==> config.mk <==
export PLATFORM = sky130hd
export DESIGN_NAME = pae_alarm_eval
export DESIGN_NICKNAME = d
export VERILOG_FILES = /design/src/include/pae_pkg.sv /design/src/verilog/pae_alarm_eval.sv
export SDC_FILE = /design/constraint.sdc
export NUM_CORES = 2
export LEC_CHECK = 0
export ABC_AREA = 1
export ABC_CLOCK_PERIOD_IN_PS = 10000
export BUFFER_PORTS_ARGS = -buffer_cell sky130_fd_sc_hd__clkbuf_2
export CELL_PAD_IN_SITES_DETAIL_PLACEMENT = 0
export CELL_PAD_IN_SITES_GLOBAL_PLACEMENT = 1
export CORE_UTILIZATION = 40
export DETAILED_ROUTE_END_ITERATION = 10
export PLACE_DENSITY = 0.77
export SLEW_MARGIN = 20
export SYNTH_ARGS = -nofsm -noshare
export SYNTH_HDL_FRONTEND = slang
export SYNTH_SLANG_ARGS = --single-unit
==> constraint.sdc <==
create_clock -name CLK_SYS_IN -period 10 [get_ports CLK_SYS_IN]
set_input_delay 1 -clock CLK_SYS_IN [delete_from_list [all_inputs] [get_ports CLK_SYS_IN]]
set_output_delay 1 -clock CLK_SYS_IN [all_outputs]
set_load 0.02 [all_outputs]
==> src/include/pae_pkg.sv <==
// Purpose: Shared constants and types of the process alarm evaluator.
// Assumes: 10 MHz system clock, 16-bit signed process values.
// Notes:   Register offsets are byte addresses on a 32-bit Avalon-MM slave.
package pae_pkg;
    // ------------------------------------------------------------
    // Timing
    // ------------------------------------------------------------
    localparam int unsigned CLK_HZ          = 10_000_000;
    localparam int unsigned SAMPLE_MS       = 50;
    localparam int unsigned SAMPLE_CYC      = CLK_HZ / 1000 * SAMPLE_MS;
    localparam int unsigned SAMPLES_PER_SEC = 1000 / SAMPLE_MS;
    localparam logic [9:0]  DLY_MAX_S       = 10'h3E7;
    // ------------------------------------------------------------
    // Register map
    // ------------------------------------------------------------
    localparam logic [7:0] REG_CTRL   = 8'h00;
    localparam logic [7:0] REG_TARGET = 8'h04;
    localparam logic [7:0] REG_SCALE  = 8'h08;
    localparam logic [7:0] REG_HYST   = 8'h0C;
    localparam logic [7:0] REG_ASSIGN = 8'h10;
    localparam logic [7:0] REG_STATUS = 8'h14;
    localparam logic [7:0] REG_MEAS   = 8'h18;
    localparam logic [3:0] CH_PAGE0   = 4'h2;
    localparam logic [1:0] CH_TYPE    = 2'h0;
    localparam logic [1:0] CH_HIGH    = 2'h1;
    localparam logic [1:0] CH_LOW     = 2'h2;
    localparam logic [1:0] CH_DELAY   = 2'h3;
    localparam int unsigned CTRL_DP_LSB = 8;
    localparam int unsigned DLY_OFF_LSB = 16;
    localparam int unsigned ST_STATE_LSB = 8;
    localparam int unsigned ST_SBY_LSB   = 16;
    // ------------------------------------------------------------
    // Codes and reset values
    // ------------------------------------------------------------
    localparam logic [4:0] TY_OFF       = 5'h00;
    localparam logic [4:0] TY_BAND_OUT  = 5'h01;
    localparam logic [4:0] TY_UPPER     = 5'h02;
    localparam logic [4:0] TY_LOWER     = 5'h03;
    localparam logic [4:0] TY_BAND_IN   = 5'h04;
    localparam logic [4:0] TY_BAND_SB   = 5'h05;
    localparam logic [4:0] TY_UPPER_SB  = 5'h06;
    localparam logic [4:0] TY_LOWER_SB  = 5'h07;
    localparam logic [4:0] TY_ABS_HI    = 5'h08;
    localparam logic [4:0] TY_ABS_LO    = 5'h09;
    localparam logic [4:0] TY_ABS_HI_SB = 5'h0A;
    localparam logic [4:0] TY_ABS_LO_SB = 5'h0B;
    localparam logic [4:0] TY_LOOP      = 5'h0C;
    localparam logic [4:0] TY_LAST      = 5'h13;
    localparam logic [4:0] IN_4_20MA    = 5'h19;
    localparam logic [4:0] IN_1_5V      = 5'h1B;
    localparam logic [4:0] IN_0_10V     = 5'h1D;
    localparam logic [1:0] ASG_HEATER   = 2'h3;
    localparam logic [11:0] LIVE_ZERO   = 12'h333;
    localparam logic signed [15:0] MEAS_MIN = 16'shF831;
    localparam logic signed [15:0] MEAS_MAX = 16'sh270F;
    localparam logic signed [15:0] RST_SCALE_LO = 16'sh0000;
    localparam logic signed [15:0] RST_SCALE_HI = 16'sh03E8;
    localparam logic [15:0] RST_HYST    = 16'h0001;
    // ------------------------------------------------------------
    // Types
    // ------------------------------------------------------------
    typedef struct packed {
        logic [4:0]         kind;
        logic signed [15:0] high;
        logic signed [15:0] low;
        logic [9:0]         on_dly;
        logic [9:0]         off_dly;
    } pae_chcfg_t;

    function automatic logic [31:0] pae_be_merge(input logic [31:0] old_v,
                                                 input logic [31:0] new_v,
                                                 input logic [3:0]  be);
        logic [31:0] r;
        r = old_v;
        for (int i = 0; i < 4; i++) begin
            if (be[i]) begin
                r[8*i +: 8] = new_v[8*i +: 8];
            end
        end
        return r;
    endfunction
endpackage

==> src/verilog/pae_alarm_eval.sv <==
// Purpose: Alarm evaluator: per channel deviation or absolute alarms with delays.
// Assumes: All inputs synchronous to CLK_SYS_IN; raw analog word is 12 bits.
// Notes:   Evaluation runs once per sample tick; registers via Avalon-MM.
`timescale 1ns/1ps
`default_nettype none
module pae_alarm_eval
    import pae_pkg::*;
#(
    parameter int unsigned NUM_CH        = 3,
    parameter int unsigned SAMPLE_CYCLES = SAMPLE_CYC,
    parameter bit          HEATER_MON    = 1'b1
) (
    input  wire logic              CLK_SYS_IN,
    input  wire logic              RST_N_IN,
    input  wire logic [7:0]        AVS_ADDRESS_IN,
    input  wire logic              AVS_READ_IN,
    input  wire logic              AVS_WRITE_IN,
    input  wire logic [31:0]       AVS_WRITEDATA_IN,
    input  wire logic [3:0]        AVS_BYTEENABLE_IN,
    output var  logic [31:0]       AVS_READDATA_OUT,
    output var  logic              AVS_WAITREQUEST_OUT,
    input  wire logic [11:0]       ANALOG_RAW_IN,
    input  wire logic              LOOP_BREAK_IN,
    input  wire logic              HEATER_FAULT_IN,
    output var  logic [NUM_CH-1:0] AUX_OUT
);
    // ------------------------------------------------------------
    // Elaboration checks
    // ------------------------------------------------------------
    if (NUM_CH < 1 || NUM_CH > 3) begin : g_bad_ch
        $error("NUM_CH must be 1 to 3");
    end
    if (SAMPLE_CYCLES < 2) begin : g_bad_tick
        $error("SAMPLE_CYCLES must be at least 2");
    end

    localparam int unsigned TW = $clog2(SAMPLE_CYCLES);
    localparam logic [TW-1:0] TICK_LAST = TW'(SAMPLE_CYCLES - 1);
    logic [TW-1:0]          tick_cnt;
    logic                   tick;
    logic [4:0]             in_type;
    logic [1:0]             dec_pos;
    logic signed [15:0]     target;
    logic signed [15:0]     scale_lo;
    logic signed [15:0]     scale_hi;
    logic [15:0]            hyst;
    logic [1:0]             asg [NUM_CH];
    logic signed [15:0]     meas;
    logic signed [15:0]     next_meas;
    logic [NUM_CH-1:0]      ch_hit;
    logic [NUM_CH-1:0]      cond;
    logic [NUM_CH-1:0]      state;
    logic [NUM_CH-1:0]      standby;
    pae_chcfg_t             cfg [NUM_CH];
    logic [31:0]            next_rdata;
    logic [31:0]            merged;
    logic                   wr_en;
    logic                   tgt_wr;
    logic                   hidden;
    // ------------------------------------------------------------
    // Sample tick
    // ------------------------------------------------------------
    always_ff @(posedge CLK_SYS_IN or negedge RST_N_IN) begin
        if (!RST_N_IN) begin
            tick_cnt <= '0;
            tick     <= 1'b0;
        end else begin
            tick_cnt <= (tick_cnt == TICK_LAST) ? '0 : tick_cnt + 1'b1;
            tick     <= (tick_cnt == TICK_LAST);
        end
    end
    // ------------------------------------------------------------
    // Analog scaling
    // ------------------------------------------------------------
    // Live-zero ranges lose the bottom fifth of the converter span, so the
    // remainder is stretched by 5/4 to keep the full 12-bit resolution.
    always_comb begin
        logic [14:0]        stretched;
        logic [12:0]        eff;
        logic signed [31:0] span;
        logic signed [31:0] scaled;
        stretched = 15'(ANALOG_RAW_IN - LIVE_ZERO) * 15'h5;
        eff       = {1'b0, ANALOG_RAW_IN};
        if (in_type == IN_4_20MA || in_type == IN_1_5V) begin
            eff = (ANALOG_RAW_IN < LIVE_ZERO) ? 13'h0000 : 13'(stretched >> 2);
        end
        span   = 32'(scale_hi) - 32'(scale_lo);
        scaled = 32'(scale_lo) + ((span * $signed({19'h00000, eff})) >>> 12);
        if (scaled < 32'(MEAS_MIN)) begin
            next_meas = MEAS_MIN;
        end else if (scaled > 32'(MEAS_MAX)) begin
            next_meas = MEAS_MAX;
        end else begin
            next_meas = 16'(scaled);
        end
    end
    always_ff @(posedge CLK_SYS_IN or negedge RST_N_IN) begin
        if (!RST_N_IN) begin
            meas <= 16'sh0000;
        end else if (tick) begin
            meas <= next_meas;
        end
    end
    // ------------------------------------------------------------
    // Avalon-MM slave
    // ------------------------------------------------------------
    assign wr_en  = AVS_WRITE_IN && !AVS_WAITREQUEST_OUT;
    assign merged = pae_be_merge(next_rdata, AVS_WRITEDATA_IN, AVS_BYTEENABLE_IN);
    assign tgt_wr = wr_en && AVS_ADDRESS_IN == REG_TARGET;
    assign hidden = HEATER_MON && asg[0] == ASG_HEATER;
    always_comb begin
        next_rdata = 32'h0000_0000;
        unique case (AVS_ADDRESS_IN)
            REG_CTRL:   next_rdata = {22'h000000, dec_pos, 3'h0, in_type};
            REG_TARGET: next_rdata = 32'(target);
            REG_SCALE:  next_rdata = {scale_hi, scale_lo};
            REG_HYST:   next_rdata = {16'h0000, hyst};
            REG_STATUS: next_rdata = (32'(standby) << ST_SBY_LSB)
                                   | (32'(state) << ST_STATE_LSB) | 32'(cond);
            REG_MEAS:   next_rdata = 32'(meas);
            REG_ASSIGN: begin
                for (int k = 0; k < NUM_CH; k++) begin
                    next_rdata[2*k +: 2] = asg[k];
                end
            end
            default: begin
                for (int c = 0; c < NUM_CH; c++) begin
                    if (ch_hit[c]) begin
                        unique case (AVS_ADDRESS_IN[3:2])
                            CH_TYPE:  next_rdata = (c == 0 && hidden) ? 32'h0000_0000
                                                 : 32'(cfg[c].kind);
                            CH_HIGH:  next_rdata = 32'(cfg[c].high);
                            CH_LOW:   next_rdata = 32'(cfg[c].low);
                            CH_DELAY: next_rdata = (32'(cfg[c].off_dly) << DLY_OFF_LSB)
                                                 | 32'(cfg[c].on_dly);
                        endcase
                    end
                end
            end
        endcase
    end

    always_ff @(posedge CLK_SYS_IN or negedge RST_N_IN) begin
        if (!RST_N_IN) begin
            AVS_WAITREQUEST_OUT <= 1'b1;
            AVS_READDATA_OUT    <= 32'h0000_0000;
        end else begin
            AVS_WAITREQUEST_OUT <= !((AVS_READ_IN || AVS_WRITE_IN) && AVS_WAITREQUEST_OUT);
            AVS_READDATA_OUT    <= next_rdata;
        end
    end

    // Global configuration; input codes outside IN_4_20MA to IN_0_10V are refused.
    always_ff @(posedge CLK_SYS_IN or negedge RST_N_IN) begin
        if (!RST_N_IN) begin
            in_type  <= IN_4_20MA;
            dec_pos  <= 2'h0;
            target   <= 16'sh0000;
            scale_lo <= RST_SCALE_LO;
            scale_hi <= RST_SCALE_HI;
            hyst     <= RST_HYST;
        end else if (wr_en) begin
            unique case (AVS_ADDRESS_IN)
                REG_CTRL: begin
                    if (merged[4:0] >= IN_4_20MA && merged[4:0] <= IN_0_10V) begin
                        in_type <= merged[4:0];
                    end
                    dec_pos <= merged[CTRL_DP_LSB +: 2];
                end
                REG_TARGET: target <= merged[15:0];
                REG_SCALE: begin
                    scale_lo <= merged[15:0];
                    scale_hi <= merged[31:16];
                end
                REG_HYST: hyst <= merged[15:0];
                default: ;
            endcase
        end
    end
    // ------------------------------------------------------------
    // Auxiliary output routing
    // ------------------------------------------------------------
    for (genvar k = 0; k < NUM_CH; k++) begin : g_aux
        always_ff @(posedge CLK_SYS_IN or negedge RST_N_IN) begin
            if (!RST_N_IN) begin
                asg[k] <= (k == 0 && HEATER_MON) ? ASG_HEATER : 2'(k);
            end else if (wr_en && AVS_ADDRESS_IN == REG_ASSIGN) begin
                asg[k] <= merged[2*k +: 2];
            end
        end

        always_ff @(posedge CLK_SYS_IN or negedge RST_N_IN) begin
            if (!RST_N_IN) begin
                AUX_OUT[k] <= 1'b0;
            end else if (asg[k] == ASG_HEATER) begin
                AUX_OUT[k] <= HEATER_FAULT_IN;
            end else if (32'(asg[k]) < NUM_CH) begin
                AUX_OUT[k] <= state[asg[k]];
            end else begin
                AUX_OUT[k] <= 1'b0;
            end
        end

    end
    // ------------------------------------------------------------
    // Alarm channels
    // ------------------------------------------------------------
    for (genvar c = 0; c < NUM_CH; c++) begin : g_ch
        logic               sb_type;
        logic               overlap;
        logic               eff;
        logic [14:0]        cnt;
        logic [14:0]        lim;
        logic               type_ok;
        assign ch_hit[c] = AVS_ADDRESS_IN[7:4] == CH_PAGE0 + 4'(c);
        assign sb_type   = cfg[c].kind inside {TY_BAND_SB, TY_UPPER_SB, TY_LOWER_SB,
                                               TY_ABS_HI_SB, TY_ABS_LO_SB};
        // Code 12 is refused off the first channel; a hidden type is read-only.
        assign type_ok   = merged[4:0] <= TY_LAST
                        && !(merged[4:0] == TY_LOOP && c != 0)
                        && !(c == 0 && hidden);
        always_ff @(posedge CLK_SYS_IN or negedge RST_N_IN) begin
            if (!RST_N_IN) begin
                cfg[c] <= '{kind: TY_UPPER, high: 16'sh0000, low: 16'sh0000,
                            on_dly: 10'h000, off_dly: 10'h000};
            end else if (wr_en && ch_hit[c]) begin
                unique case (AVS_ADDRESS_IN[3:2])
                    CH_TYPE: begin
                        if (type_ok) begin
                            cfg[c].kind <= merged[4:0];
                        end
                    end
                    CH_HIGH: cfg[c].high <= merged[15:0];
                    CH_LOW:  cfg[c].low  <= merged[15:0];
                    CH_DELAY: begin
                        if (merged[9:0] <= DLY_MAX_S) begin
                            cfg[c].on_dly <= merged[9:0];
                        end
                        if (merged[DLY_OFF_LSB +: 10] <= DLY_MAX_S) begin
                            cfg[c].off_dly <= merged[DLY_OFF_LSB +: 10];
                        end
                    end
                endcase
            end
        end
        // Single-threshold types use the high register as their threshold.
        always_comb begin
            logic signed [17:0] pv;
            logic signed [17:0] up;
            logic signed [17:0] dn;
            pv      = 18'(meas);
            up      = 18'(target) + 18'(cfg[c].high);
            dn      = 18'(target) - 18'(cfg[c].low);
            overlap = (18'(cfg[c].high) + 18'(cfg[c].low)) < 18'({hyst, 1'b0});
            unique case (cfg[c].kind)
                TY_BAND_OUT:  cond[c] = pv > up || pv < dn;
                TY_BAND_SB:   cond[c] = !overlap && (pv > up || pv < dn);
                TY_BAND_IN:   cond[c] = pv >= dn && pv <= up;
                TY_UPPER,
                TY_UPPER_SB:  cond[c] = pv >= up;
                TY_LOWER,
                TY_LOWER_SB:  cond[c] = pv <= 18'(target) - 18'(cfg[c].high);
                TY_ABS_HI,
                TY_ABS_HI_SB: cond[c] = meas > cfg[c].high;
                TY_ABS_LO,
                TY_ABS_LO_SB: cond[c] = meas < cfg[c].high;
                TY_LOOP:      cond[c] = (c == 0) && LOOP_BREAK_IN;
                default:      cond[c] = 1'b0;
            endcase
        end
        // Standby re-arms on power-up and on every target change and is
        // released by the first sample that finds the condition clear.
        always_ff @(posedge CLK_SYS_IN or negedge RST_N_IN) begin
            if (!RST_N_IN) begin
                standby[c] <= 1'b1;
            end else if (tgt_wr) begin
                standby[c] <= 1'b1;
            end else if (tick && !cond[c]) begin
                standby[c] <= 1'b0;
            end
        end
        assign eff = cond[c] && !(sb_type && standby[c]);
        assign lim = (state[c] ? 15'(cfg[c].off_dly) : 15'(cfg[c].on_dly))
                   * 15'(SAMPLES_PER_SEC);
        always_ff @(posedge CLK_SYS_IN or negedge RST_N_IN) begin
            if (!RST_N_IN) begin
                state[c] <= 1'b0;
                cnt      <= 15'h0000;
            end else if (cfg[c].kind == TY_OFF) begin
                state[c] <= 1'b0;
                cnt      <= 15'h0000;
            end else if (tick) begin
                if (eff == state[c]) begin
                    cnt <= 15'h0000;
                end else if (cnt >= lim) begin
                    state[c] <= eff;
                    cnt      <= 15'h0000;
                end else begin
                    cnt <= cnt + 15'h0001;
                end
            end
        end

        if (c > 0) begin : g_loop_chk

        end
    end
endmodule // pae_alarm_eval
`default_nettype wire

== Word-level counts from Yosys, hierarchy flattened ==
Cells that the tools add are included.

* Word-level logic and storage cells: 334
* Register bits after elaboration: 371
* Input bits: 62

* Magnitude comparators: 44
* Mux-type cells: 66
* Reductions and logical operators: 95
* Equality and inequality tests: 59
* Bitwise operators: 5
* $add $sub $neg: 19
* $mul: 5

{| class="wikitable"
|+ Operators by type and width
! cell !! number
|-
| $pmux 32 s4 || 3
|-
| $pmux 26 s7 || 1
|-
| $mux 15 || 12
|-
| $sub 16x16->17 || 7
|-
| $add 16x16->17 || 6
|-
| $ge 16x17->1 || 6
|-
| $le 16x17->1 || 6
|-
| $mux 32 || 3
|-
| $or 26x10->26 || 3
|-
| $eq 5x4->1 const B || 14
|-
| $eq 5x3->1 const B || 12
|-
| $lt 18x17->1 || 3
|-
| $gt 16x17->1 || 3
|-
| $lt 16x17->1 || 3
|-
| $gt 16x16->1 || 3
|-
| $lt 16x16->1 || 3
|-
| $add 15x1->15 const B || 3
|-
| $ge 15x15->1 || 3
|-
| $pmux 6 s7 || 1
|-
| $mul 10x3->13 const B || 3
|-
| $reduce_and 3->1 || 13
|-
| $mux 16 || 2
|-
| $mux 8 || 4
|-
| $mul 17x14->31 || 1
|-
| 45 further kinds || 175
|}

== Logic depth before layout (Yosys ltp) ==
* Depth after elaboration: 12
* Mapped depth: 65

== Least setup slack after synthesis ==
No wires, ideal clock.

* Kind: input -> register
* From: input port ANALOG_RAW_IN[0]
* To: register meas[13]
* Path buffers: 1
* Cell stages on the path: 52
* Library setup time: 0.118 ns
* Arrival time: 10.480 ns
* Slack: -0.598 ns
* Path through: ha_1 > nor3_1 > xor2_1 > inv_1 > ha_1 > inv_1 > fa_1 > o31ai_1 > a21oi_1 > o21ai_0 > nand2_1 > nand2_1 > a21oi_1 > nor2_1 > o21ai_0 > nand2_1 > xor2_1 > a22oi_1 > [... 16 more ...] > o21ai_1 > nand2_1 > nand2_1 > nand2_1 > nand2_1 > ha_1 > a21oi_1 > o21ai_0 > a21oi_1 > nand2_1 > a21oi_1 > o21ai_0 > xor2_1 > nand3b_1 > o21ai_2 > nand2_1 > nor2_1 > nor2_1

* Word-level cells in the longest chain between the ends: 9
* Elaborated cells between the ends (all ways): 11
* Those cells by class: add/sub: 2; mul: 2; order compare: 3; mux: 4

{| class="wikitable"
|+ Ends and longest elaborated chain
! what !! line !! RTL
|-
| from (decl) || pae_alarm_eval.sv:22 || <nowiki>input wire logic [11:0] ANALOG_RAW_IN,</nowiki>
|-
| $sub 12x10->13 || pae_alarm_eval.sv:82 || <nowiki>stretched = 15'(ANALOG_RAW_IN - LIVE_ZERO) * 15'h5;</nowiki>
|-
| $mul 15x3->15 || pae_alarm_eval.sv:82 ||
|-
| $mux 13 || pae_alarm_eval.sv:85 || <nowiki>eff = (ANALOG_RAW_IN < LIVE_ZERO) ? 13'h0000 : 13'(stretched >> 2);</nowiki>
|-
| $mux 13 (*) || pae_alarm_eval.sv:84 || <nowiki>if (in_type == IN_4_20MA || in_type == IN_1_5V) begin</nowiki>
|-
| $mul 17x14->31 (*) || pae_alarm_eval.sv:88 || <nowiki>scaled = 32'(scale_lo) + ((span * $signed({19'h00000, eff})) >>> 12);</nowiki>
|-
| $add 16x19->20 (*) || pae_alarm_eval.sv:88 ||
|-
| $gt 20x15->1 || pae_alarm_eval.sv:91 || <nowiki>end else if (scaled > 32'(MEAS_MAX)) begin</nowiki>
|-
| $mux 16 || pae_alarm_eval.sv:91 ||
|-
| $mux 16 (*) || pae_alarm_eval.sv:89 || <nowiki>if (scaled < 32'(MEAS_MIN)) begin</nowiki>
|-
| to (signal assigned) || pae_alarm_eval.sv:101 || <nowiki>meas <= next_meas;</nowiki>
|-
| to (decl) || pae_alarm_eval.sv:48 || <nowiki>logic signed [15:0] meas;</nowiki>
|}

Mark *: on every way between the ends. The rest lies on a longest branch, timed or not.
A chain may end at the register's enable or synchronous reset.

== Final worst setup path ==
* From: input port ANALOG_RAW_IN[3]
* To: register meas[13]

Same word-level chain as after synthesis.

==> flow_summary.toml <==
[outcome]
outcome = "finished clean"

[timing]
finClkSkew_ns = 0.0433
period_needed_ns = 9.74
rsz0062_at_grt = "true"
fmax_mhz = 103
final_hold_viol_count = 0
post-route-period-util_pct = 97.4
tightest_slew_ns = 1.32
fin_tns_setup_ns = 0
maxSlewHeadroom_pct = 11.1
finalSetupViolCount = 0
slew_viol_final = 0

[critical_path]
crit_type = "in -> reg"
crit_path_end_kind = "register"
arrival_ns = 10.24
crit_path_top_delay_cell = "fa_2"
critPathMaxFanout = 7
critPathRequiredTime_ns = 10.50
critPathMaxStageDelay_ns = 0.56
startpoint_type = "input pin"

[clock_network]
htree_levels = 2
clockBufferDepth = 3
hold_buffers = 0
cts-buffers-inserted = 46
cts.sinks = 371
insertion_delay_ns = 0.64
cts_tree = "done"
cts-root-buf = "clkbuf_16"
clkTransAtPathRegs_ns = 0.06

[pwr]
power_mw = 19.7
p_leak_nw = 26.9
ir_drop_uv = 708
power.density_nw_per_um2 = 374

[routing]
totalWireLength_um = 167000
firstDrtPassIters = 6
routedWlPerCell_um = 21.1
post_drt_via_cell_ratio = 5.42
antenna_left = 0
initialDrtViolationCount = 4016
vias = 43000
drc = 0

[cells_and_area]
nFillCells = 11300
num_antenna_cells = 0
final_net_count = 7358
layout-drive-gt1-share_pct = 13.5
area_growth_pct = 15.9

[logic_synthesis]
synth_cells = 6065
syn-num-nets = 7016
yosys_most_used_dff = "dfrtp_1"
ys_warn_count = 0
synthTopCellsByArea = "dfrtp_1 (19%), ha_1 (18%), nand2_1 (10%)"
syn_area_um2 = 45400
async_flop_share_pct = 100
yosys.cell_count.top_type = "nand2_1"
ys_types = 76
yosys.area.top_type = "dfrtp_1"
ys_ff_latch = 371
syn_avg_cell_area_um2 = 7.49
ys_seq_area_share_pct = 20.5
synth_edf_count = 0
synth_commonest_cells = "nand2_1 (1240), inv_1 (997), ha_1 (659)"
yosys.area.top_type_share_pct = 19.3

[grt]
grt_antenna_before_repair = 1
grt_use_total_pct = 28.4
grt_max_degree = 84
overflow = 0
grt_first_pass_wirelength_um = 250000
grt_pass1_vias = 40500

[floorplanning]
dieArea_um2 = 115000
ios = 98
die_h_um = 339
core_area_um2 = 112000
rows = 123
die-width_um = 339
start_util_pct = 40.4

[flow_run]
drv_cap = 0

[placement]
hpwlAfterDp_um = 132000
portBuffers = 97
gp_congestion = 0.972

[hold_path]
hp-class = "in -> async"
layer usage:
metal,wire [µm],part of all wire [%],global-route usage (%),vias to the layer above
li1,-,-,-,20600
met1,77000,46,41.5,20400
met2,70100,42,42.8,1729
met3,14400,8.6,4.54,278
met4,5720,3.4,8.06,0
met5,0,0,0,-
what timing repair did:
item                       CTS  global route
setup endpoints to repair   14            16
gates resized for setup      7           298
cloned                       0             1
setup buffers                0            23
pin swaps                    1           172
power by group:
| group | internal, mW | switching, mW | total [mW] |
|---|---|---|---|
| combinational | 7.83 | 8.42 | 16.2 |
| clock | 1.05 | 0.775 | 1.82 |
| sequential | 1.56 | 0.0720 | 1.63 |
cell type report:
| cell class | instances | area (µm²) | share of cell area, % |
|---|---|---|---|
| clock buffers | 64 | 1330 | 2.52 |
| clock inverters | 22 | 305 | 0.580 |
| inverters | 1027 | 3890 | 7.39 |
| multi-input cells | 4537 | 32800 | 62.4 |
| flip-flops and latches | 371 | 9310 | 17.7 |
| well taps | 1500 | 1880 | 3.57 |
| repair buffers | 424 | 3080 | 5.86 |
state kept, by name, indices dropped and copies added (netlist names), 6 cells and up:
name	count
target	16
g_ch.cnt	45
AVS_READDATA_OUT	32
cfg	171
tick_cnt	19
asg	6
hyst	16
scale_lo	16
meas	16
scale_hi	16
path summary, 6_finish.rpt:
kind	startpoint	endpoint	slack (ns)	depth (start not counted)
setup / recovery	ANALOG_RAW_IN[3]	meas[13]	0.26	54
hold / removal	RST_N_IN	cfg[51]	0.38	1
setup reg to reg	scale_lo[0]	meas[13]	0.45	51
hold reg to reg	tick_cnt[0]	tick_cnt[0]	0.46	1
max in group asynchronous	RST_N_IN	tick_cnt[12]	7.52	3
min in group CLK_SYS_IN	tick_cnt[0]	tick_cnt[0]	0.46	1
placed cells by master, fill, tap and decap left out, types with 23 or more instances in the layout:
cell type  instances
nand2_1         1200
inv_1            973
ha_1             625
a21oi_1          419
nor2_1           395
dfrtp_1          350
o21ai_0          334
buf_4            307
xor2_1           235
fa_1             209
nand3_1          181
clkbuf_2          92
o21ai_1           86
nor3_1            75
o22ai_1           66
nand4_1           61
nand2_2           50
o21bai_1          49
clkbuf_16         46
xnor2_1           45
inv_2             38
o21ai_2           35
o221ai_1          29
ha_4              29
a221oi_1          28
a31oi_1           26
a21oi_2           24
o31ai_1           23
a21o_1            23
critical path: cells and delay by family:
| family | cells | cell delay (ns) |
|---|---|---|
| fa+ha+maj | 10 | 4.16 |
| compound gates | 15 | 2.06 |
| simple gates | 19 | 1.82 |
| buf+inv | 8 | 0.83 |
| xor+xnor | 2 | 0.34 |
cells by family (layout without fill, tap and decap cells):
group,Yosys count,count (layout),share of synthesized area [%]
multiplexers,11,11,0.314
buffers and inverters,1158,1537,9.92
adder cells (fa/ha/maj),889,889,28.3
flip-flops,371,371,20.5
XOR/XNOR,291,291,5.61
AO/OA/AOI/OAI,1256,1256,16.1
AND/OR/NAND/NOR,2089,2090,19.2
stage by stage:
step	std cells	instance area, µm²	util [%]	worst slack, ns	hold WS [ns]
4_1_cts	7921	51300	45.6	0.00504	0.418
2_1_floorplan	6065	45600	-	0.000515	0.433
6_report	7945	52600	46.8	0.259	0.377
5_1_grt	7945	52600	46.8	-0.236	0.449
3_5_place_dp	7835	49600	44.1	-0.702	0.455
3_3_place_gp	7835	49600	44.1	-0.574	0.452
(Power assumes the default switching activity.)
